[src/core/lip_pkg.sv]
/*
  Shared constants of the LED intensity PWM block: register offsets, field
  positions, reset values and timebase figures.
  Assumes a 125 MHz system clock; used by package-qualified names only.
*/
package lip_pkg;
  localparam int unsigned CLK_HZ       = 125_000_000;
  localparam int unsigned PWM_OSC_HZ   = 32_000;
  // one pwm step per oscillator tick, rounded down to whole clock cycles
  localparam int unsigned PWM_STEP_CYC = CLK_HZ / PWM_OSC_HZ;

  localparam int unsigned NUM_OUT      = 17;
  localparam int unsigned SPARE_IDX    = 16;
  localparam int unsigned NUM_IND_REG  = 8;
  localparam int unsigned NUM_SLOTS    = 15;
  localparam int unsigned NUM_SUBS     = 16;

  localparam logic [7:0] ADDR_MASTER   = 8'h0e;
  localparam logic [7:0] ADDR_IND_LO   = 8'h10;
  localparam logic [7:0] ADDR_IND_HI   = 8'h17;

  localparam int unsigned MASTER_MSB   = 7;
  localparam int unsigned MASTER_LSB   = 4;
  localparam int unsigned GLOBAL_MSB   = 3;
  localparam int unsigned GLOBAL_LSB   = 0;
  localparam int unsigned IND_HI_LSB   = 4;

  localparam logic [7:0] MASTER_RESET  = 8'h00;
  localparam logic [7:0] IND_RESET     = 8'h00;
  localparam logic [3:0] CODE_STATIC   = 4'hf;
  localparam logic [3:0] SUB_LAST      = 4'hf;
  localparam logic [3:0] SLOT_LAST     = 4'he;
endpackage

[src/core/lip_tick_if.sv]
/*
  Timebase position carried from the PWM timebase to the output logic.
  Assumes both ends run on the same clock.
*/
`timescale 1ns/10ps
interface lip_tick_if;
  logic       step;
  logic       pstart;
  logic [3:0] sub;
  logic [3:0] slot;
  modport src (output step, output pstart, output sub, output slot);
  modport snk (input step, input pstart, input sub, input slot);
endinterface

[src/core/lip_timebase.sv]
/*
  PWM timebase: divides the system clock into pwm steps and counts
  16 sub-cycles inside each of 15 master timeslots.
  Assumes run_i comes from logic on the same clock.
*/
`timescale 1ns/10ps
module lip_timebase #(
  parameter int unsigned STEP_CYC = lip_pkg::PWM_STEP_CYC
) (
  input  wire logic ref_clk_i,
  input  wire logic rstn_i,
  input  wire logic run_i,
  lip_tick_if.src   tk
);
  typedef struct packed {
    logic [11:0] div;
    logic        step;
    logic        pstart;
    logic [3:0]  sub;
    logic [3:0]  slot;
  } lip_tb_s;

  localparam logic [11:0] DIV_LAST = 12'(STEP_CYC - 1);

  lip_tb_s q;
  lip_tb_s next_q;

  always_comb begin
    next_q        = q;
    next_q.step   = 1'b0;
    next_q.pstart = 1'b0;
    if (!run_i) begin
      // idle while run_i is low (master nibble zero, every output static), so no stray ticks
      next_q = '0;
    end else if (q.div == DIV_LAST) begin
      next_q.div  = 12'h000;
      next_q.step = 1'b1;
      if (q.sub == lip_pkg::SUB_LAST) begin
        next_q.sub  = 4'h0;
        next_q.slot = (q.slot == lip_pkg::SLOT_LAST) ? 4'h0 : q.slot + 4'h1;
        next_q.pstart = (q.slot == lip_pkg::SLOT_LAST);
      end else begin
        next_q.sub = q.sub + 4'h1;
      end
    end else begin
      next_q.div = q.div + 12'h001;
    end
  end

  always_ff @(posedge ref_clk_i or negedge rstn_i) begin
    if (!rstn_i) begin
      q <= '0;
    end else begin
      q <= next_q;
    end
  end

  assign tk.step   = q.step;
  assign tk.pstart = q.pstart;
  assign tk.sub    = q.sub;
  assign tk.slot   = q.slot;
endmodule

[src/core/lip_pwm_ctrl.sv]
/*
  LED intensity PWM with global/individual selection. Holds the master and
  global intensity register and the individual intensity registers, and
  drives the open-drain output enables of 17 ports.
  Assumes register writes come from the serial interface on the same clock,
  the global flag comes from the configuration register, and phase_bits_i
  carries the blink phase register bit currently selected for each port.
*/
`timescale 1ns/10ps
module lip_pwm_ctrl #(
  parameter int unsigned STEP_CYC = lip_pkg::PWM_STEP_CYC
) (
  input  wire logic        ref_clk_i,
  input  wire logic        rstn_i,
  input  wire logic        reg_wr_i,
  input  wire logic        reg_rd_i,
  input  wire logic [7:0]  reg_addr_i,
  input  wire logic [7:0]  reg_wdata_i,
  input  wire logic        global_en_i,
  input  wire logic [16:0] phase_bits_i,
  output logic      [7:0]  reg_rdata_o,
  output logic             pwm_active_o,
  output logic      [16:0] pin_out_o,
  output logic      [16:0] pin_oe_o
);
  typedef struct packed {
    logic [7:0]      mreg;
    logic [7:0][7:0] ind;
    logic [7:0]      eff_m;
    logic [7:0][7:0] eff_ind;
    logic            eff_g;
    logic [7:0]      rdata;
    logic            active;
    logic [16:0]     oe;
  } lip_ctl_s;

  lip_ctl_s q;
  lip_ctl_s next_q;
  lip_tick_if tk ();

  // any nonzero master nibble means pwm is on for every port whose code is not f
  function automatic logic master_runs(input logic [7:0] m);
    return m[lip_pkg::MASTER_MSB:lip_pkg::MASTER_LSB] != 4'h0;
  endfunction

  function automatic logic ind_addr(input logic [7:0] a);
    return (a >= lip_pkg::ADDR_IND_LO) && (a <= lip_pkg::ADDR_IND_HI);
  endfunction

  // port k's own nibble: two ports per individual register, spare in 0x0e
  function automatic logic [3:0] own_code(input lip_ctl_s s, input int unsigned k);
    if (k == lip_pkg::SPARE_IDX) begin
      return s.eff_m[lip_pkg::GLOBAL_MSB:lip_pkg::GLOBAL_LSB];
    end
    return k[0] ? s.eff_ind[k / 2][7:lip_pkg::IND_HI_LSB] : s.eff_ind[k / 2][3:0];
  endfunction

  lip_timebase #(
    .STEP_CYC (STEP_CYC)
  ) lip_timebase_inst (
    .ref_clk_i (ref_clk_i),
    .rstn_i    (rstn_i),
    .run_i     (master_runs(q.eff_m)),
    .tk        (tk)
  );

  always_comb begin
    logic [3:0] code;
    logic       lit;
    code   = 4'h0;
    lit    = 1'b0;
    next_q = q;
    if (reg_wr_i && reg_addr_i == lip_pkg::ADDR_MASTER) begin
      next_q.mreg = reg_wdata_i;
    end
    if (reg_wr_i && ind_addr(reg_addr_i)) begin
      next_q.ind[reg_addr_i[2:0]] = reg_wdata_i;
    end
    if (reg_rd_i) begin
      if (reg_addr_i == lip_pkg::ADDR_MASTER) begin
        next_q.rdata = q.mreg;
      end else if (ind_addr(reg_addr_i)) begin
        next_q.rdata = q.ind[reg_addr_i[2:0]];
      end else begin
        next_q.rdata = 8'h00;
      end
    end
    // settings move to the working copy only at a period edge, or at once
    // while idle, so a write never truncates a pulse in flight
    // the first clock of a period still sees the old copy; sub 0 of slot 0
    // is lit for every code, so the late copy never shows on a pin
    if (!master_runs(q.eff_m) || tk.pstart) begin
      next_q.eff_m   = next_q.mreg;
      next_q.eff_ind = next_q.ind;
      next_q.eff_g   = global_en_i;
    end
    next_q.active = master_runs(q.eff_m);
    for (int unsigned k = 0; k < lip_pkg::NUM_OUT; k++) begin
      // one selection for all ports: no subset can be global
      code = q.eff_g ? q.eff_m[lip_pkg::GLOBAL_MSB:lip_pkg::GLOBAL_LSB] : own_code(q, k);
      if (!master_runs(q.eff_m) || code == lip_pkg::CODE_STATIC) begin
        lit = 1'b1;
      end else if (tk.slot < q.eff_m[lip_pkg::MASTER_MSB:lip_pkg::MASTER_LSB]) begin
        lit = (tk.sub <= code);
      end else begin
        lit = 1'b0;
      end
      // phase bit one inverts the duty and releases the pin when static
      next_q.oe[k] = lit ^ phase_bits_i[k];
    end
  end

  always_ff @(posedge ref_clk_i or negedge rstn_i) begin
    if (!rstn_i) begin
      q         <= '0;
      q.mreg    <= lip_pkg::MASTER_RESET;
      q.ind     <= {lip_pkg::NUM_IND_REG{lip_pkg::IND_RESET}};
      q.eff_m   <= lip_pkg::MASTER_RESET;
      q.eff_ind <= {lip_pkg::NUM_IND_REG{lip_pkg::IND_RESET}};
    end else begin
      q <= next_q;
    end
  end

  assign reg_rdata_o  = q.rdata;
  assign pwm_active_o = q.active;
  assign pin_out_o    = '0;
  assign pin_oe_o     = q.oe;

  logic [3:0] ind0;
  assign ind0 = q.eff_ind[0][3:0];

  // port 2 and the global nibble, seen through the working copy
  logic [3:0] ind2;
  logic [3:0] gcode;
  assign ind2  = q.eff_ind[1][3:0];
  assign gcode = q.eff_m[lip_pkg::GLOBAL_MSB:lip_pkg::GLOBAL_LSB];
endmodule

[config.mk]
export PLATFORM = sky130hd
export DESIGN_NAME = lip_pwm_ctrl
export DESIGN_NICKNAME = d
export VERILOG_FILES = /design/src/core/lip_pkg.sv /design/src/core/lip_tick_if.sv /design/src/core/lip_timebase.sv /design/src/core/lip_pwm_ctrl.sv
export SDC_FILE = /design/constraint.sdc
export NUM_CORES = 1
export LEC_CHECK = 0
export CORE_UTILIZATION = 50
export CTS_CLUSTER_SIZE = 40
export DETAILED_ROUTE_END_ITERATION = 7
export DONT_BUFFER_PORTS = 1
export PLACE_DENSITY = 0.64
export SETUP_SLACK_MARGIN = 0.3
export SYNTH_ARGS = -nofsm -noshare
export SYNTH_HDL_FRONTEND = slang
export SYNTH_SLANG_ARGS = --single-unit
[constraint.sdc]
create_clock -name ref_clk_i -period 2.8 [get_ports ref_clk_i]
set_input_delay 0.56 -clock ref_clk_i [delete_from_list [all_inputs] [get_ports ref_clk_i]]
set_output_delay 0.56 -clock ref_clk_i [all_outputs]
set_load 0.005 [all_outputs]
**Yosys cells after proc, flatten, opt, wreduce, memory -nomap -nowiden**

Cells that the tools add are included.
Widths: inputs -> output; s select.

- Bits in registers: 192
- Bits of input ports: 38
- Output and inout port bits: 43
- Word-level logic and storage cells: 182

- Add/sub/neg operators: 3
- Order comparisons: 22
- Eq/ne operators: 23
- Multiplexer cells: 66
- Bitwise logic cells: 17
- Reduce and logical (&&, ||, !) cells: 25

Operator list:

| cell | number |
|---|---|
| $eq 4x4->1 const B | 19 |
| $mux 4 | 19 |
| $le 4x4->1 | 17 |
| $bwmux 64 | 1 |
| $mux 64 | 1 |
| $mux 8 | 5 |
| $mux 1 | 35 |
| $bmux 8 s3 | 1 |
| $demux 8 s3 | 1 |
| $mux 22 | 1 |
| $logic_or 1x1->1 | 18 |
| $xor 1x1->1 | 17 |
| $add 12x1->12 const B | 1 |
| $eq 12x12->1 const B | 1 |
| $mux 12 | 1 |
| $mux 10 | 1 |
| $add 4x1->4 const B | 2 |
| $eq 8x4->1 const B | 1 |
| $ge 8x5->1 const B | 1 |
| $le 8x5->1 const B | 1 |
| $logic_and 1x1->1 | 4 |
| $lt 3x4->1 const B | 1 |
| $lt 4x4->1 | 1 |
| $ne 2x2->1 const B | 2 |
| other kinds (4) | 4 |

**Depth between registers and ports, before layout**

Gate-level depths: netlist of the first run.

- Depth in word-level cells: 6
- Gate-level depth with buffers: 11
- Mapped depth without buffers: 9

**Hierarchy**

Synthesis of the first run repeated with hierarchy kept, for this count alone.

- Cells, all modules: 986
- Area total of the unflattened synthesis: 11065.6 um^2

By module, submodules not included:

| module | instances | cells each | area each (um^2) | seq. area each (um^2) |
|---|---|---|---|---|
| lip_pwm_ctrl | 1 | 867 | 9882.0 | 4279.1 |
| lip_timebase | 1 | 119 | 1183.6 | 550.5 |

**Least setup slack after synthesis of the first run**

OpenSTA, ideal clock, no wires.

- Path type: input -> register
- Start point: input reg_addr_i[7]
- End point: register q[67] in the netlist's numbering
- Library setup time: 125 ps
- Arrival time: 2511 ps
- Path slack: 165 ps
- Cell stages on the path: 6
- Buffers on the path: 1
- Path through: or3_4 -> or4b_1 -> buf_2 -> nor2_2 -> mux2_2 -> mux2_2

RTL lines:

| what | RTL line | source |
|---|---|---|
| start, declared | lip_pwm_ctrl.sv:17 | `input wire logic [7:0] reg_addr_i,` |
| end signal, assigned | lip_pwm_ctrl.sv:121 | `q <= next_q;` |
| end, declared | lip_pwm_ctrl.sv:37 | `lip_ctl_s q;` |

==> out/results.ini, run 1 <==
[outcome]
status=complete, but fails checks
failed_checks=hold timing

[logic_synthesis]
ys.warnings.count=0
synth_top_area_cell=dfrtp_1
synth-seq-cells=192
synthTopCellsByCount=dfrtp_1 (192), mux2_2 (151), a21oi_1 (110), ha_1 (76), buf_4 (43)
synthArstFlopShare=1.00
synthCells=983
synth-edff-count=0
yosysMostFrequentCell=dfrtp_1
synth_cell_types=56
synth.area.top_cells=dfrtp_1 (44%), mux2_2 (16%), ha_1 (8.8%), a21oi_1 (5.1%), buf_4 (3.0%)
yosysSeqAreaShare=0.444
synth_top_area_share=0.444
synth_area_sq_um=10800
synthFlopType=dfrtp_1
syn_avg_cell_area_sq_um=11.0

[die]
rows=53
coreArea_sq_um=21100
die_w_um=149
io_pins=81
die_h_um=149
die_area_sq_um=22200
start_util=0.513

[hold_path]
holdCritPathClass=in -> async

[worst_setup_path]
worstSetupEndpointType=flop
rr_worst_depth=9
cp.required_ns=3.11
startpoint=q[26]$_DFFE_PN0P_
worst-setup-path-type=reg -> reg
r2r-end=pin_oe_o[2]$_DFF_PN0_
critical_path.max_fanout=20
startpoint_type=flop
worstReg2RegStart=q[26]$_DFFE_PN0P_
reg2reg_slack_ns=0.46
cp_data_arrival_time_ns=2.65

[final_layout]
area.sequential_sq_um=4800
multiInputGateArea_sq_um=5440
nets=1072
diodes=0
final_cells=1246
drive_gt1_frac=0.233
finish.instance_area_sq_um=11600
area_growth_pct=7.39
final.fill_count=1804

[place]
dpl.cell_count=1214
io_buffer_count=0
dp_hpwl_um=18100
placed_area_sq_um=11000
gp_congestion=0.825

[clock_network]
clkTransAtPathRegs_ns=0.07
cts_tree=yes
postCtsSetupRepairBufs=0
cts-buffers-inserted=17
cts_root_buf=clkbuf_16
cts.sinks=192
clock_latency_ns=0.44
htreeDepth=4
clockBufferDepth=2

[global_routing]
grt_pass1_vias=7434
grt.overflow.total=0
antenna_found_initial=0
grt_first_pass_wirelength_um=41400
grt_max_degree=193
grt_use_total=0.248

[timing]
final_hold_viol_count=192
max_slew_margin=0.560
worst_pin_slew_ns=0.660
clock.fmax_mhz=428
finClkSkew_ns=0.0122
final-max-slew-violation-count=0
whs_ns=-0.176
finalSetupTns_ns=0
final-setup-viol-count=0
post-route-min-period_ns=2.34
fin_crit_sh=0.835
rsz0062_at_grt=true

[drt]
num_vias=7419
final_antenna_net_count=0
detail_route.iter0.violations=404
wl_per_cell_um=20.9
dr.pass1.iters=5
drc_errors=0
vias_per_cell=5.95
routed_wl_um=26100

[pwr]
power.density_nw_per_um2=486
max-vdd-ir-drop_mv=0.285
leakagePower_nw=5.72

[run]
cap_violations=0

==> worst max-delay path: stages (launching register included) <==
cell      delay, ns
dfrtp_1        0.45
buf_4          0.36
mux2i_1        0.40
inv_1          0.10
ha_1           0.19
nor2b_1        0.14
o211ai_1       0.11
a21oi_1        0.14
o21ai_0        0.13
xor2_1         0.18
==> stage by stage <==
stage | setup WS [ns] | utilization | power [W]
3_5_place_dp | 0.0493 | 0.521 | 0.00310
5_1_grt | 0.276 | 0.551 | 0.00581
3_3_place_gp | 0.0822 | 0.521 | 0.00310
2_1_floorplan | 0.165 | - | 0.00311
6_report | 0.463 | 0.551 | 0.00564
4_1_cts | 0.447 | 0.551 | 0.00569
==> cell usage in the layout, fill, tap and decap left out, drive strengths merged, types with 6 or more instances in the layout <==
master / instances
a211oi: 12
a21o: 11
a21oi: 110
and2: 17
and3: 6
and4: 6
buf: 27
clkbuf: 18
clkinv: 6
conb: 17
dfrtp: 192
ha: 76
inv: 42
mux2: 151
mux2i: 25
nand2: 34
nand2b: 9
nand3: 9
nand4: 14
nor2: 44
nor2b: 9
nor4: 8
o211ai: 8
o21ai: 40
o22ai: 6
o41ai: 11
or3: 9
xor2: 13
==> area by class of cell <==
type,count,area share
Tap cell,275,0.0296
Inverter,39,0.0128
Clock buffer,18,0.0378
Multi-Input combinational cell,681,0.469
Timing Repair Buffer,27,0.0218
Clock inverter,14,0.0157
Sequential cell,192,0.414
==> state kept, by name (all words and copies together), names as in the netlist, 8 cells and up <==
register             flops
lip_timebase_inst.q     12
pin_oe_o                17
q                      133
reg_rdata_o              8
==> per-layer routing <==
layer,track usage,vias up,wire length [um]
li1,-,3466,-
met1,0.361,3764,12800
met2,0.370,168,11600
met3,0.0575,21,1290
met4,0.0638,0,388
met5,0,-,0
==> how the worst max path moves through the flow <==
stage,end,slack (ns),depth (start not counted)
CTS,pin_oe_o[13]$_DFF_PN0_,0.45,7
finish,pin_oe_o[2]$_DFF_PN0_,0.46,9
global placement,q[72]$_DFFE_PN0P_,0.08,6
floorplan,q[67]$_DFFE_PN0P_,0.16,6
detailed placement,q[66]$_DFFE_PN0P_,0.05,6
global route,pin_oe_o[2]$_DFF_PN0_,0.28,8
==> power by group <==
group          total, W  switching (W)  internal [W]
Sequential      0.00288      0.0000420       0.00284
Clock           0.00259        0.00114       0.00145
Combinational  0.000170      0.0000788     0.0000909
==> cells by family (layout without fill, tap and decap cells) <==
family,after synthesis,count (layout),synth area share
muxes,180,180,0.189
and+or+nand+nor,177,177,0.0893
buffers and inverters,126,98,0.0599
AOI/OAI and AO/OA,216,216,0.117
xor gates and xnor gates,15,15,0.0121
other,1,17,0.000347
DFF,192,192,0.444
adders and majority gates,76,76,0.0879
==> timing repair <==
item	4_1_cts	5_1_grt
setup endpoints to repair	0	7
hold endpoints to repair	192	192
gates resized for setup	0	2
No activity file was read; power rests on OpenSTA's default activity.
==> run 2: changes to the inputs <==
--- a/config.mk
+++ b/config.mk
@@ -9,7 +9,7 @@
 export CTS_CLUSTER_SIZE = 40
 export DETAILED_ROUTE_END_ITERATION = 7
 export DONT_BUFFER_PORTS = 1
-export PLACE_DENSITY = 0.64
+export PLACE_DENSITY = 0.67
 export SETUP_SLACK_MARGIN = 0.3
 export SYNTH_ARGS = -nofsm -noshare
 export SYNTH_HDL_FRONTEND = slang
==> constraint.sdc (replaced) <==
create_clock -name ref_clk_i -period 1.95 [get_ports ref_clk_i]
set_input_delay 0.39 -clock ref_clk_i [delete_from_list [all_inputs] [get_ports ref_clk_i]]
set_output_delay 0.39 -clock ref_clk_i [all_outputs]
set_load 0.005 [all_outputs]
==> out/results.ini, run 2 (synthesized netlist as in run 1, its figures left out) <==
[outcome]
status=complete, but fails checks
failed_checks=hold timing, setup timing

[drt]
routed_wl_um=30200
num_vias=7971
wl_per_cell_um=22.8
drc_errors=0
detail_route.iter0.violations=528
dr.pass1.iters=5
final_antenna_net_count=0
vias_per_cell=6.02

[global_routing]
antenna_found_initial=0
grt_first_pass_wirelength_um=44900
grt_pass1_vias=7835
grt_max_degree=193
grt.overflow.total=0
grt_use_total=0.268

[worst_setup_path]
startpoint_type=input pin
cp_data_arrival_time_ns=2.35
cp.required_ns=2.26
worstSetupEndpointType=flop
critical_path.max_fanout=6
worst-setup-path-type=in -> reg

[final_layout]
final_common_cell=dfrtp_1
diodes=0
nets=1150
area_growth_pct=28.5
registers.top_by_ff_count=q
layout_common_cells=dfrtp_1 (185), mux2_4 (78), mux2_2 (73)
drive_gt1_frac=0.441
largest_reg_flops=133
fin_util=0.659
finish.instance_area_sq_um=13900

[timing]
setup_slack_ns=-0.0891
final-setup-viol-count=44
worst_pin_slew_ns=0.490
clock.fmax_mhz=490
finalSetupTns_ns=-1.80
final_hold_viol_count=192
whs_ns=-0.361
fin_crit_sh=1.05
post-route-min-period_ns=2.04
max_slew_margin=0.669
rsz0062_at_grt=true
finClkSkew_ns=0.0165
final-max-slew-violation-count=0

[clock_network]
htreeDepth=4
cts-buffers-inserted=17
clock_latency_ns=0.44
cts_tree=yes
cts_root_buf=clkbuf_16
clockBufferDepth=2
cts.sinks=192
clkTransAtPathRegs_ns=0.07

[pwr]
power.density_nw_per_um2=582
max-vdd-ir-drop_mv=0.501
leakagePower_nw=6.48

[place]
placed_area_sq_um=11600
io_buffer_count=0
gp_congestion=0.834
dp_hpwl_um=19000

[die]
start_util=0.513
die_w_um=149
die_area_sq_um=22200
die_h_um=149
io_pins=81
rows=53
coreArea_sq_um=21100

[run]
cap_violations=0

[hold_path]
holdCritPathClass=in -> async

==> run 2: changes by cell type in the layout (fill, tap and decap cells not counted), moves of 20 or more <==
cell / previous run / this run
mux2_2: 151 / 73
mux2_4: 0 / 78
a21oi_1: 110 / 44
a21oi_2: 0 / 46
buf_4: 23 / 63
a21oi_4: 0 / 20
==> run 2: repair_timing <==
item / 4_1_cts / 5_1_grt
gates cloned: 2 / 4
endpoints found under the hold margin: 192 / 192
resized for setup: 140 / 130
endpoints found under the setup margin: 141 / 170
pin swaps: 9 / 43
setup buffers: 16 / 20
==> run 2: per-stage QoR <==
step / power [W] / cells / setup WS [ns]
2_1_floorplan: 0.00447 / 999 / -0.515
3_3_place_gp: 0.00445 / 1250 / -0.506
3_5_place_dp: 0.00446 / 1250 / -0.532
4_1_cts: 0.00808 / 1299 / -0.0581
5_1_grt: 0.00833 / 1323 / -0.191
6_report: 0.00808 / 1323 / -0.0891
==> run 2: path summary, 6_finish.rpt <==
check                                                      start                                 endpoint  slack [ns]  cells past startpoint
min reg2reg                lip_timebase_inst.tk.pstart$_DFF_PN0_                        q[98]$_DFFE_PN0P_        0.46                      1
max in group asynchronous                                 rstn_i  lip_timebase_inst.tk.sub[1]$_DFFE_PN0P_        2.00                      0
min                                                       rstn_i                         q[156]$_DFF_PN0_       -0.36                      0
max reg2reg                                    q[26]$_DFFE_PN0P_                   pin_oe_o[12]$_DFF_PN0_       -0.06                      8
max                                                reg_addr_i[7]                        q[82]$_DFFE_PN0P_       -0.09                      7
min in group ref_clk_i                                  reg_rd_i               reg_rdata_o[3]$_DFFE_PN0P_        0.03                      1
==> run 2: layer usage <==
layer | vias up | wire length, um | GRT usage
li1 | 3624 | - | -
met1 | 4094 | 13700 | 0.380
met2 | 212 | 14600 | 0.425
met3 | 41 | 1410 | 0.0428
met4 | 0 | 488 | 0.0760
met5 | - | 0 | 0
==> run 2: report_power, final <==
group / internal, W / switching (W) / leakage [nW]
logic: 0.000189 / 0.000134 / 3.61
clock network: 0.00200 / 0.00161 / 0.295
registers: 0.00408 / 0.0000678 / 2.58
total: 0.00627 / 0.00181 / 6.48
==> run 2: final cells by class <==
class | count | area [sq um]
inverters | 39 | 155
fillers | 1560 | 7190
well taps | 275 | 344
clock inverters | 11 | 129
clock buffers | 20 | 467
flip-flops and latches | 192 | 4810
multi-input cells | 681 | 6810
repair buffers | 105 | 1170
==> run 2: critical path, stage by stage <==
cell and delay, ns:
or3_4 0.37, or4b_4 0.53, buf_6 0.15, nor2_2 0.13, buf_6 0.15, mux2_2 0.35, mux2_2 0.27
==> run 3: changes to the inputs <==
--- a/config.mk
+++ b/config.mk
@@ -10,6 +10,7 @@
 export DETAILED_ROUTE_END_ITERATION = 7
 export DONT_BUFFER_PORTS = 1
 export PLACE_DENSITY = 0.67
+export REMOVE_ABC_BUFFERS = 1
 export SETUP_SLACK_MARGIN = 0.3
 export SYNTH_ARGS = -nofsm -noshare
 export SYNTH_HDL_FRONTEND = slang
==> out/results.ini, run 3 (synthesized netlist as in run 1, its figures left out) <==
[timing]
max_slew_margin=0.560
final_hold_viol_count=192
post-route-min-period_ns=2.10
whs_ns=-0.357
rsz0062_at_grt=true
fin_crit_sh=1.08
finClkSkew_ns=0.0184
final-setup-viol-count=45
clock.fmax_mhz=476
setup_slack_ns=-0.151
final-max-slew-violation-count=0
worst_pin_slew_ns=0.655

[pwr]
swShare=0.246
power.density_nw_per_um2=558
p_clk_frac=0.445
leakagePower_nw=6.78
p_int_w=0.00610
p_switching_w=0.00199
combinationalPowerShare=0.042
pwr-share-seq=0.513
max-vdd-ir-drop_mv=0.584

[outcome]
failed_checks=hold timing, setup timing
status=complete, but fails checks

[worst_setup_path]
cp_data_arrival_time_ns=2.47
rr_worst_depth=8
critical_path.max_fanout=7
startpoint_type=flop
cp.required_ns=2.32
worstSetupEndpointType=flop
worst-setup-path-type=reg -> reg
reg2reg_slack_ns=-0.15

[final_layout]
diodes=0
layout_common_cells=dfrtp_1 (189), mux2_4 (114), buf_4 (62)
largest_reg_flops=133
nets=1187
area_growth_pct=34.1
final_cells=1361
final_common_cell=dfrtp_1
fin_util=0.688
drive_gt1_frac=0.442
final.fill_count=1395
registers.top_by_ff_count=q

[place]
gp_congestion=0.831
io_buffer_count=0
dp_hpwl_um=19200
post-place-ws_ns=-0.537
dpl.cell_count=1270

[die]
start_util=0.513
die_h_um=149
die_area_sq_um=22200
die_w_um=149
rows=53
coreArea_sq_um=21100
io_pins=81

[global_routing]
grt_max_degree=193
grt_pass1_vias=8500
grt_use_total=0.296
grt.overflow.total=0
grt_first_pass_wirelength_um=48800
antenna_found_initial=0

[clock_network]
cts_tree=yes
clkTransAtPathRegs_ns=0.08
cts_root_buf=clkbuf_16
cts.sinks=192
clockBufferDepth=2
clock_latency_ns=0.45
cts-buffers-inserted=17
htreeDepth=4

[run]
cap_violations=0

[drt]
dr.pass1.iters=5
drc_errors=0
wl_per_cell_um=24.1
vias_per_cell=6.20
num_vias=8442
routed_wl_um=32800
final_antenna_net_count=0
detail_route.iter0.violations=720

[hold_path]
holdCritPathClass=in -> async

==> run 3: cell count changes in the layout (fill, tap and decap cells not counted), moves of 5 or more <==
cell,delta
buf_6,+23
a21oi_2,-8
a21oi_1,+9
mux2_2,-36
nand2_1,-5
buf_16,+7
buf_12,+5
mux2i_4,-5
mux2_4,+36
==> run 3: critical path, cell delays in order, from the launching register on <==
cell and delay, ns:
dfrtp_2 0.51, buf_6 0.16, and2_4 0.17, buf_6 0.13, buf_12 0.14, a21oi_4 0.04, o41ai_1 0.53, nor2_1 0.10
a211oi_2 0.23
==> run 3: power by group through the flow <==
stage	Clock, W	Sequential [W]	Combinational (W)
2_1_floorplan	0	0.00419	0.000190
3_3_place_gp	0	0.00422	0.000237
3_5_place_dp	0	0.00421	0.000245
4_1_cts	0.00363	0.00414	0.000297
5_1_grt	0.00381	0.00416	0.000366
6_report	0.00360	0.00415	0.000342
==> run 3: final timing paths <==
path,start,to
hold / removal,rstn_i,pin_oe_o[13]$_DFF_PN0_
hold reg to reg,lip_timebase_inst.tk.pstart$_DFF_PN0_,q[98]$_DFFE_PN0P_
min in group ref_clk_i,phase_bits_i[11],pin_oe_o[11]$_DFF_PN0_
setup reg to reg,q[26]$_DFFE_PN0P_,pin_oe_o[6]$_DFF_PN0_
setup / recovery,q[26]$_DFFE_PN0P_,pin_oe_o[6]$_DFF_PN0_
max in group asynchronous,rstn_i,lip_timebase_inst.tk.sub[0]$_DFFE_PN0P_
==> run 3: what timing repair did <==
action                                 in CTS  in global routing
gates cloned                               10                  0
setup buffers                              29                 20
setup endpoints to repair                 143                172
resized for setup                         266                126
endpoints found under the hold margin     192                192
pin swaps                                  45                 24
==> run 3: per-layer routing <==
layer	share of wire	global-route usage
met5	0	0
met4	0.031	0.112
met3	0.074	0.0734
met2	0.48	0.464
met1	0.42	0.394
==> run 3: stage by stage <==
step                      setup TNS, ns  total power [W]  hold WS [ns]  area [sq um]
after global placement           -38.68          0.00445         0.102         11500
after floorplan                 -217.65          0.00438        0.0944         10400
final                             -2.09          0.00809        -0.357         14500
after detailed placement         -39.93          0.00446         0.102         11500
after global routing              -4.09          0.00834        -0.378         14500
after CTS                         -1.19          0.00807        -0.371         13800
==> run 3: cell type report <==
class / instances / area (sq um) / area share
multi-input cells: 681 / 6830 / 0.471
flip-flops and latches: 192 / 4810 / 0.332
repair buffers: 142 / 1770 / 0.122
clock buffers: 17 / 425 / 0.0293
well taps: 275 / 344 / 0.0237
clock inverters: 15 / 173 / 0.0119
inverters: 39 / 149 / 0.0103
